--- src/tih_params.svh ---
// constants for the trap and interrupt handling unit
`ifndef TIH_PARAMS_SVH
`define TIH_PARAMS_SVH

// register offsets on the bus (byte addresses)
`define TIH_OFF_STATUS 8'h00
`define TIH_OFF_ENABLE 8'h04
`define TIH_OFF_PENDING 8'h08
`define TIH_OFF_VBASE 8'h0c
`define TIH_OFF_RETPC 8'h10
`define TIH_OFF_CAUSE 8'h14

// status register field positions
`define TIH_ST_GIE 3
`define TIH_ST_PIE 7

// trap vector base fields
`define TIH_VBASE_MASK 32'hffff_ff00
`define TIH_VBASE_MODE_MASK 32'h0000_0003

// cause register fields and exception codes
`define TIH_CAUSE_IRQ_BIT 31
`define TIH_CAUSE_ILLEGAL 5'h02
`define TIH_CAUSE_BREAK 5'h03
`define TIH_CAUSE_ECALL 5'h0b

// interrupt line numbers and usable lines
`define TIH_LINE_EXT 11
`define TIH_LINE_TIMER 7
`define TIH_LINE_SOFT 3
`define TIH_LINE_CUSTOM_LO 16
`define TIH_LINE_CUSTOM_HI 31
`define TIH_LINE_VALID 32'hffff_0888

// reset values
`define TIH_RST_WORD 32'h0000_0000

`endif

--- src/tih_pkg.sv ---
// types for the trap and interrupt handling unit
package tih_pkg;

    // trap vector mode field encoding
    typedef enum logic [1:0] {
        TIH_VEC_DIRECT = 2'b00,
        TIH_VEC_VECTORED = 2'b01
    } tih_vec_mode_t;

    // kind of fetch redirection decided in a cycle
    typedef enum logic [2:0] {
        TIH_TRAP_NONE = 3'b000,
        TIH_TRAP_BOOT = 3'b001,
        TIH_TRAP_EXC = 3'b010,
        TIH_TRAP_RET = 3'b011,
        TIH_TRAP_IRQ = 3'b100
    } tih_trap_t;

endpackage

--- src/tih_trap_unit.sv ---
// trap and interrupt handling unit with a classic wishbone register slave
// Notes on behaviour
// - entry saves pc and global enable
// - exceptions always jump to vector base
// - direct mode interrupts jump to base
// - vectored mode adds four times index
// - return restores pc and global enable
// - first fetch after reset from boot input
// - interrupt lines active high, level sensitive
// - lines 11, 7, 3 are standard
// - one-cycle taken pulse with index
// - reset disables all interrupts
// - take needs global and line enable
// - upper mask bits serve custom lines
// - fixed priority: 31..16, 11, 3, 7
// - no interrupts while in debug mode
// - exception codes only 2, 3, 11
// - illegal and ecall cannot be disabled
// - illegal covers undefined and disabled extensions
// - entry clears global enable; one saved level only
// - no hardware nesting beyond saved pc
//
// The register offsets and register access over Wishbone are this design's own decisions.
`timescale 1ns/1ps
`include "tih_params.svh"

module tih_trap_unit #(
    parameter logic FLOAT_UNIT_PARAM = 1'b0,
    parameter logic CUSTOM_EXT_PARAM = 1'b0
) (
    // clock and reset
    input wire logic clk_i,
    input wire logic rst_i,
    // wishbone slave
    input wire logic wb_cyc_i,
    input wire logic wb_stb_i,
    input wire logic wb_we_i,
    input wire logic [31:0] wb_adr_i,
    input wire logic [3:0] wb_sel_i,
    input wire logic [31:0] wb_dat_i,
    output logic [31:0] wb_dat_o,
    output logic wb_ack_o,
    // core pipeline side
    input wire logic [31:0] pc_i,
    input wire logic [31:0] boot_location_i,
    input wire logic instr_valid_i,
    input wire logic undef_instr_i,
    input wire logic float_instr_i,
    input wire logic custom_instr_i,
    input wire logic ebreak_i,
    input wire logic ecall_i,
    input wire logic trap_return_i,
    input wire logic debug_mode_i,
    // interrupt lines from the sources
    input wire logic [31:0] interrupt_lines_i,
    // fetch redirection
    output logic fetch_redirect_o,
    output logic [31:0] fetch_target_o,
    output logic global_irq_enable_o,
    // acknowledge to the interrupt controller
    output logic interrupt_taken_pulse_o,
    output logic [4:0] taken_interrupt_index_o
);

    // register state
    logic global_irq_enable;
    logic prior_irq_enable;
    logic [31:0] irq_enable_mask;
    logic [31:0] trap_vector_base;
    logic [31:0] trap_return_pc;
    logic [31:0] trap_cause;
    logic boot_pending, ack, redirect, taken;
    logic [31:0] irq_meta;
    logic [31:0] irq_level;
    logic [31:0] rdata;
    logic [31:0] target;
    logic [4:0] taken_idx;

    // next values
    logic next_global_irq_enable;
    logic next_prior_irq_enable;
    logic [31:0] next_irq_enable_mask;
    logic [31:0] next_trap_vector_base;
    logic [31:0] next_trap_return_pc;
    logic [31:0] next_trap_cause;
    logic next_boot_pending, next_ack, next_redirect, next_taken;
    logic [31:0] next_rdata;
    logic [31:0] next_target;
    logic [4:0] next_taken_idx;

    // decision signals
    logic [31:0] wmask;
    logic bus_req, bus_hit, bus_wr, irq_any, illegal, exc_any;
    logic [31:0] irq_pending_mask;
    logic [31:0] irq_cand;
    logic [4:0] irq_idx;
    logic [4:0] exc_code;
    logic [31:0] vec_base;
    tih_pkg::tih_trap_t trap_kind;

    // byte enables widened to a bit mask
    genvar b;
    generate
        for (b = 0; b < 4; b = b + 1) begin : g_wmask
            assign wmask[b*8 +: 8] = {8{wb_sel_i[b]}};
        end
    endgenerate

    // two flip-flop synchroniser on the level lines
    always_ff @(posedge clk_i) begin
        if (rst_i) begin
            irq_meta <= `TIH_RST_WORD;
            irq_level <= `TIH_RST_WORD;
        end else begin
            irq_meta <= interrupt_lines_i;
            irq_level <= irq_meta;
        end
    end

    // bus request decode
    assign bus_req = wb_cyc_i && wb_stb_i && !ack;
    assign bus_hit = (wb_adr_i[31:8] == 24'h00_0000);
    assign bus_wr = bus_req && wb_we_i && bus_hit;

    // pending lines: only usable positions, custom lines at their own bit
    assign irq_pending_mask = irq_level & `TIH_LINE_VALID;

    // candidate interrupts gated by global and per-line enables and debug
    assign irq_cand = (global_irq_enable && !debug_mode_i) ?
        (irq_pending_mask & irq_enable_mask) : 32'h0000_0000;
    assign irq_any = (irq_cand != 32'h0000_0000);

    // fixed priority pick, later assignments win
    always_comb begin
        irq_idx = 5'h00;
        if (irq_cand[`TIH_LINE_TIMER]) irq_idx = 5'(`TIH_LINE_TIMER);
        if (irq_cand[`TIH_LINE_SOFT]) irq_idx = 5'(`TIH_LINE_SOFT);
        if (irq_cand[`TIH_LINE_EXT]) irq_idx = 5'(`TIH_LINE_EXT);
        for (int i = `TIH_LINE_CUSTOM_LO; i <= `TIH_LINE_CUSTOM_HI; i++) begin
            if (irq_cand[i]) irq_idx = 5'(i);
        end
    end

    // exception detection; illegal and ecall have no enable
    assign illegal = undef_instr_i || (float_instr_i && !FLOAT_UNIT_PARAM) ||
        (custom_instr_i && !CUSTOM_EXT_PARAM);
    assign exc_any = instr_valid_i && (illegal || ecall_i || ebreak_i);
    assign exc_code = illegal ? `TIH_CAUSE_ILLEGAL :
        (ecall_i ? `TIH_CAUSE_ECALL : `TIH_CAUSE_BREAK);

    // aligned base; low byte is forced to zero
    assign vec_base = trap_vector_base & `TIH_VBASE_MASK;

    // redirection kind by priority: boot, exception, return, interrupt
    always_comb begin
        if (boot_pending) begin
            trap_kind = tih_pkg::TIH_TRAP_BOOT;
        end else if (exc_any) begin
            trap_kind = tih_pkg::TIH_TRAP_EXC;
        end else if (instr_valid_i && trap_return_i) begin
            trap_kind = tih_pkg::TIH_TRAP_RET;
        end else if (irq_any) begin
            trap_kind = tih_pkg::TIH_TRAP_IRQ;
        end else begin
            trap_kind = tih_pkg::TIH_TRAP_NONE;
        end
    end

    // next values of registers, bus answer and fetch outputs
    always_comb begin
        next_global_irq_enable = global_irq_enable;
        next_prior_irq_enable = prior_irq_enable;
        next_irq_enable_mask = irq_enable_mask;
        next_trap_vector_base = trap_vector_base;
        next_trap_return_pc = trap_return_pc;
        next_trap_cause = trap_cause;
        next_boot_pending = 1'b0;
        next_rdata = rdata;
        next_ack = bus_req;
        next_redirect = 1'b0;
        next_target = target;
        next_taken = 1'b0;
        next_taken_idx = taken_idx;
        // software writes, byte lanes honoured
        if (bus_wr) begin
            case (wb_adr_i[7:0])
                `TIH_OFF_STATUS: begin
                    if (wb_sel_i[0]) begin
                        next_global_irq_enable = wb_dat_i[`TIH_ST_GIE];
                        next_prior_irq_enable = wb_dat_i[`TIH_ST_PIE];
                    end
                end
                `TIH_OFF_ENABLE: begin
                    next_irq_enable_mask = ((irq_enable_mask & ~wmask) |
                        (wb_dat_i & wmask)) & `TIH_LINE_VALID;
                end
                `TIH_OFF_VBASE: begin
                    next_trap_vector_base = ((trap_vector_base & ~wmask) |
                        (wb_dat_i & wmask)) &
                        (`TIH_VBASE_MASK | `TIH_VBASE_MODE_MASK);
                end
                `TIH_OFF_RETPC: begin
                    next_trap_return_pc = (trap_return_pc & ~wmask) | (wb_dat_i & wmask);
                end
                default: ;
            endcase
        end
        // read data, unmapped reads return zero
        if (bus_req) begin
            next_rdata = 32'h0000_0000;
            if (!wb_we_i && bus_hit) begin
                case (wb_adr_i[7:0])
                    `TIH_OFF_STATUS: begin
                        next_rdata[`TIH_ST_GIE] = global_irq_enable;
                        next_rdata[`TIH_ST_PIE] = prior_irq_enable;
                    end
                    `TIH_OFF_ENABLE: next_rdata = irq_enable_mask;
                    `TIH_OFF_PENDING: next_rdata = irq_pending_mask;
                    `TIH_OFF_VBASE: next_rdata = trap_vector_base;
                    `TIH_OFF_RETPC: next_rdata = trap_return_pc;
                    `TIH_OFF_CAUSE: next_rdata = trap_cause;
                    default: next_rdata = 32'h0000_0000;
                endcase
            end
        end
        // hardware trap actions win over a software write in the same cycle
        case (trap_kind)
            tih_pkg::TIH_TRAP_BOOT: begin
                next_redirect = 1'b1;
                next_target = boot_location_i;
            end
            tih_pkg::TIH_TRAP_EXC: begin
                next_trap_return_pc = pc_i;
                next_prior_irq_enable = global_irq_enable;
                next_global_irq_enable = 1'b0;
                next_trap_cause = {27'h000_0000, exc_code};
                next_redirect = 1'b1;
                next_target = vec_base;
            end
            tih_pkg::TIH_TRAP_RET: begin
                next_global_irq_enable = prior_irq_enable;
                next_redirect = 1'b1;
                next_target = trap_return_pc;
            end
            tih_pkg::TIH_TRAP_IRQ: begin
                next_trap_return_pc = pc_i;
                next_prior_irq_enable = global_irq_enable;
                next_global_irq_enable = 1'b0;
                next_trap_cause = {1'b1, 26'h000_0000, irq_idx};
                next_redirect = 1'b1;
                if (trap_vector_base[1:0] == tih_pkg::TIH_VEC_VECTORED) begin
                    next_target = vec_base + {25'h000_0000, irq_idx, 2'b00};
                end else begin
                    next_target = vec_base;
                end
                next_taken = 1'b1;
                next_taken_idx = irq_idx;
            end
            default: ;
        endcase
    end

    // register all state
    always_ff @(posedge clk_i) begin
        if (rst_i) begin
            global_irq_enable <= 1'b0;
            prior_irq_enable <= 1'b0;
            irq_enable_mask <= `TIH_RST_WORD;
            trap_vector_base <= `TIH_RST_WORD;
            trap_return_pc <= `TIH_RST_WORD;
            trap_cause <= `TIH_RST_WORD;
            boot_pending <= 1'b1;
            rdata <= `TIH_RST_WORD;
            ack <= 1'b0;
            redirect <= 1'b0;
            target <= `TIH_RST_WORD;
            taken <= 1'b0;
            taken_idx <= 5'h00;
        end else begin
            global_irq_enable <= next_global_irq_enable;
            prior_irq_enable <= next_prior_irq_enable;
            irq_enable_mask <= next_irq_enable_mask;
            trap_vector_base <= next_trap_vector_base;
            trap_return_pc <= next_trap_return_pc;
            trap_cause <= next_trap_cause;
            boot_pending <= next_boot_pending;
            rdata <= next_rdata;
            ack <= next_ack;
            redirect <= next_redirect;
            target <= next_target;
            taken <= next_taken;
            taken_idx <= next_taken_idx;
        end
    end

    // outputs
    assign wb_dat_o = rdata;
    assign wb_ack_o = ack;
    assign fetch_redirect_o = redirect;
    assign fetch_target_o = target;
    assign global_irq_enable_o = global_irq_enable;
    assign interrupt_taken_pulse_o = taken;
    assign taken_interrupt_index_o = taken_idx;

    // entry saves pc and global enable into the return pc and prior enable
    entry_save_a: assert property (
        @(posedge clk_i) disable iff (rst_i)
        $past(trap_kind == tih_pkg::TIH_TRAP_EXC || trap_kind == tih_pkg::TIH_TRAP_IRQ)
        |-> (trap_return_pc == $past(pc_i)) && (prior_irq_enable == $past(global_irq_enable)))
        else $error("trap entry did not save pc and enable");

    // exceptions go to the aligned base
    exc_vector_a: assert property (
        @(posedge clk_i) disable iff (rst_i)
        $past(trap_kind == tih_pkg::TIH_TRAP_EXC)
        |-> fetch_redirect_o && (fetch_target_o == ($past(trap_vector_base) & 32'hffff_ff00)))
        else $error("exception target is not the vector base");

    // direct mode interrupt target
    direct_vector_a: assert property (
        @(posedge clk_i) disable iff (rst_i)
        interrupt_taken_pulse_o && ($past(trap_vector_base[1:0]) == 2'b00)
        |-> fetch_target_o == ($past(trap_vector_base) & 32'hffff_ff00))
        else $error("direct mode target wrong");

    // vectored mode interrupt target
    vectored_target_a: assert property (
        @(posedge clk_i) disable iff (rst_i)
        interrupt_taken_pulse_o && ($past(trap_vector_base[1:0]) == 2'b01)
        |-> fetch_target_o == (($past(trap_vector_base) & 32'hffff_ff00) +
            {25'h000_0000, taken_interrupt_index_o, 2'b00}))
        else $error("vectored mode target wrong");

    // return restores pc and enable
    return_restore_a: assert property (
        @(posedge clk_i) disable iff (rst_i)
        $past(trap_kind == tih_pkg::TIH_TRAP_RET)
        |-> fetch_redirect_o && (fetch_target_o == $past(trap_return_pc)) &&
            (global_irq_enable == $past(prior_irq_enable)))
        else $error("trap return did not restore state");

    // first redirect after reset uses the boot location
    boot_fetch_a: assert property (
        @(posedge clk_i) disable iff (rst_i)
        $fell(boot_pending) |-> fetch_redirect_o && (fetch_target_o == $past(boot_location_i)))
        else $error("boot fetch address wrong");

    // reset leaves interrupts disabled
    reset_disable_a: assert property (
        @(posedge clk_i) disable iff (rst_i)
        $past(rst_i) |-> !global_irq_enable && (irq_enable_mask == 32'h0000_0000))
        else $error("interrupts enabled after reset");

    // taken pulse lasts exactly one cycle
    taken_pulse_a: assert property (
        @(posedge clk_i) disable iff (rst_i)
        interrupt_taken_pulse_o |=> !interrupt_taken_pulse_o)
        else $error("taken pulse longer than one cycle");

    // taken interrupt was enabled and pending
    enable_gate_a: assert property (
        @(posedge clk_i) disable iff (rst_i)
        interrupt_taken_pulse_o |-> $past(global_irq_enable) &&
            $past(irq_enable_mask[irq_idx]) && $past(irq_level[irq_idx]) &&
            ($past(irq_idx) == taken_interrupt_index_o))
        else $error("disabled interrupt was taken");

    // timer only wins when it is the sole candidate
    timer_lowest_a: assert property (
        @(posedge clk_i) disable iff (rst_i)
        interrupt_taken_pulse_o && (taken_interrupt_index_o == 5'h07)
        |-> ($past(irq_cand) & 32'hffff_ff7f) == 32'h0000_0000)
        else $error("timer taken over a higher interrupt");

    // debug mode blocks all interrupts
    debug_block_a: assert property (
        @(posedge clk_i) disable iff (rst_i)
        $past(debug_mode_i) |-> !interrupt_taken_pulse_o)
        else $error("interrupt taken in debug mode");

    // exception cause codes and interrupt flag
    cause_code_a: assert property (
        @(posedge clk_i) disable iff (rst_i)
        $past(trap_kind == tih_pkg::TIH_TRAP_EXC)
        |-> !trap_cause[31] && (trap_cause[4:0] == 5'h02 || trap_cause[4:0] == 5'h03 ||
            trap_cause[4:0] == 5'h0b))
        else $error("bad exception cause code");

    // interrupt cause records flag and index
    irq_cause_a: assert property (
        @(posedge clk_i) disable iff (rst_i)
        interrupt_taken_pulse_o |-> trap_cause[31] &&
            (trap_cause[4:0] == taken_interrupt_index_o) && !global_irq_enable)
        else $error("interrupt cause not recorded");

endmodule

--- config.mk ---
export PLATFORM = sky130hd
export DESIGN_NAME = tih_trap_unit
export DESIGN_NICKNAME = d
export VERILOG_FILES = /design/src/tih_pkg.sv /design/src/tih_trap_unit.sv
export VERILOG_INCLUDE_DIRS = /design/src
export SDC_FILE = /design/constraint.sdc
export NUM_CORES = 1
export LEC_CHECK = 0
export ABC_AREA = 1
export BUFFER_PORTS_ARGS = -buffer_cell sky130_fd_sc_hd__clkbuf_2
export CAP_MARGIN = 40
export CORE_MARGIN = 4
export CORE_UTILIZATION = 24
export DETAILED_ROUTE_END_ITERATION = 10
export PLACE_DENSITY = 0.48
export SYNTH_ARGS = -nofsm -noshare
export SYNTH_HDL_FRONTEND = slang
export SYNTH_SLANG_ARGS = --single-unit
--- constraint.sdc ---
create_clock -name clk_i -period 3.01 [get_ports clk_i]
set_input_delay 0.301 -clock clk_i [delete_from_list [all_inputs] [get_ports clk_i]]
set_output_delay 0.301 -clock clk_i [all_outputs]
set_load 0.02 [all_outputs]
==> impl_metrics.toml <==
[drt]
drtPass1Iterations = 6
drt-total-wl_um = 33900
vias = 8862
drt_iter0_drc = 590
wire_per_inst_um = 18.2
drt.antenna.violating_nets = 0
drc = 0
viasPerCell = 4.75

[clock_tree]
path_clk_slew_ns = 0.07
cts_made_buffers = 17
ctsHoldBuffers = 0
root_buffer = "clkbuf_16"
cts_buffer_depth = 2
cts_tree = "yes"
ctsHtreeMaxLevel = 4
cts_setup_buffers = 0
clkLatencyLatePin_ns = 0.45
clock_sinks = 196

[global_routing]
grt_max_degree = 79
antenna_found_initial = 5
groute.usage.overall_pct = 16.9
grt_pass1_wl_um = 50400
first_global_vias = 8500
overflow = 0

[finish]
final_cell_mix = "235 x clkbuf_2, 213 x nand2_1, 196 x dfxtp_1"
finish.utilization_pct = 31.2
fin_area_mm2 = 0.0109
final_common_cell = "clkbuf_2"
drive_gt1_share_pct = 22.6
fin_nets = 1572
num-fill-cells = 3858
area_growth_pct = 27.0

[timing]
rsz0062_at_grt = "false"
fin_setup_tns_ns = 0
max_freq_ghz = 0.388
worst_pin_slew_ns = 0.742
setup_viol = 0
period_needed_ns = 2.58
timing.final.crit_share_pct = 85.6
hold_violations = 0
slew_viol_final = 0
worst_slew_margin_rel_pct = 50.5
fin_worst_skew_ns = 0.0114

[place]
place_area_mm2 = 0.0103
io_buffers = 236
routabilityCongestion = 0.921
detailed_place_hpwl_um = 25700

[pwr]
pwr-share-clk_pct = 41.1
finalPower_mw = 5.55
ir_worst_vdd_v = 0.000434
netSwitchingPower_mw = 1.49
cellPowerDensity_mw_per_mm2 = 510
p_int_mw = 4.06
combPwrFrac_pct = 9.6
seqPwrFrac_pct = 49.4
p_leak_nw = 4.57
switching_share_pct = 26.9

[floorplanning]
die_h_um = 197
die_w_um = 197
io_pins = 250
die_area_mm2 = 0.0388
core_mm2 = 0.0349
num_rows = 68
start_util_pct = 24.6

[critical_path]
path_delay_family = "simple AND/OR/NAND/NOR gates"
crit_chain = "inv_2, nor2_4, nand3_1, and2_1, nand2_1, inv_1, nand4_2, nand3_4, buf_4, inv_1, nand2_1, o2111ai_1, o211ai_1, inv_1"
cp.required_ns = 3.40
slowest_delay_ns = 0.48
crit_buf_inv = 5
cp_slowest_cell = "dfxtp_1"
crit_path_frequent_cell = "inv_1"
path_class = "reg2reg"
cp-end-kind = "flop"
cp-start-kind = "flop"
crit_path_max_fanout = 11
crit_arrival_ns = 2.97

[yosys]
seq_area_frac_synth_pct = 45.8
synth_cells = 1176
synth_area_per_cell_um2 = 7.29
syn_area_mm2 = 0.00857
synth-edff-count = 0
yosysTopAreaCellShare_pct = 45.8
synthArstFlopShare_pct = 0
yosys.area.top_type = "dfxtp_1"
synth_cell_type_count = 41
synth_ff_type = "dfxtp_1"
ys_warn_count = 0
syn-num-nets = 1353
synthTopCellsByArea = "dfxtp_1 46%, nand2_1 9.3%, nor2_1 6.4%, inv_1 5.7%, a21oi_1 5.3%"
ys_ff_latch = 196

[worst_hold_path]
hp-class = "in2reg"

[flow_run]
cap_violations = 0

[status]
outcome = "completed"
[area by class of cell]
cell class / count / area [um^2] / share of cell area [%]
Timing Repair Buffer: 265 / 1450 / 13.3
Multi-Input combinational cell: 776 / 3850 / 35.4
Tap cell: 455 / 569 / 5.23
Antenna cell: 1 / 2.50 / 0.0230
Clock buffer: 19 / 443 / 4.07
Clock inverter: 13 / 121 / 1.12
Sequential cell: 196 / 3920 / 36.1
Inverter: 139 / 522 / 4.79
[kinds of logic after synthesis]
group	count (synthesis)	synth area share, %
AO/OA/AOI/OAI	293	20.8
buffers and inverters	204	9.40
flip-flops	196	45.8
AND/OR/NAND/NOR	483	24.0
[what timing repair did]
item / 4_1_cts / 5_1_grt
endpoints found under the hold margin: 0 / 0
setup endpoints to repair: 0 / 1
resized for setup: 0 / 1
[power groups by stage]
stage	Clock, mW	Combinational [mW]	Sequential [mW]
2_1_floorplan	0	0.237	2.83
3_3_place_gp	0	0.530	2.80
3_5_place_dp	0	0.537	2.80
4_1_cts	2.34	0.539	2.74
5_1_grt	2.43	0.594	2.75
6_report	2.28	0.532	2.74
[metal layers]
| layer | vias to the layer above | routed length (um) | track usage (%) |
|---|---|---|---|
| li1 | 4379 | - | - |
| met2 | 310 | 16100 | 28.2 |
| met3 | 33 | 2480 | 4.12 |
| met4 | 8 | 444 | 3.57 |
| met1 | 4132 | 14700 | 22.4 |
| met5 | - | 53 | 0 |
[per-stage QoR]
step / hold WS, ns / setup WS [ns] / std cells
detailed placement: 0.399 / 0.307 / 1831
global placement: 0.397 / 0.356 / 1830
finish: 0.0331 / 0.434 / 1864
CTS: 0.0130 / 0.282 / 1863
floorplan: 0.329 / 0.838 / 1176
global route: 0.0287 / 0.148 / 1863
[tightest hold or removal path: stages]
cell and delay (ns):
clkbuf_2 0.08, inv_1 0.04, nor2_1 0.03
[synth_stat cells (15+ instances only)]
| master | number |
|---|---|
| nand2_1 | 213 |
| o21ai_0 | 90 |
| clkbuf_1 | 44 |
| dfxtp_1 | 196 |
| nand3_1 | 77 |
| a31oi_1 | 15 |
| a22oi_1 | 15 |
| nor2_1 | 145 |
| inv_1 | 129 |
| a311oi_1 | 18 |
| a21oi_1 | 90 |
[final timing paths]
kind                    startpoint                end  slack [ns]  cells after the start
max reg2reg    global_irq_enable_o  fetch_target_o[5]        0.43                     14
min reg2reg           irq_meta[11]      irq_level[11]        0.40                      2
max            global_irq_enable_o  fetch_target_o[5]        0.43                     14
min          interrupt_lines_i[29]       irq_meta[29]        0.03                      3
Note: power is estimated with default switching activity, not from simulation.
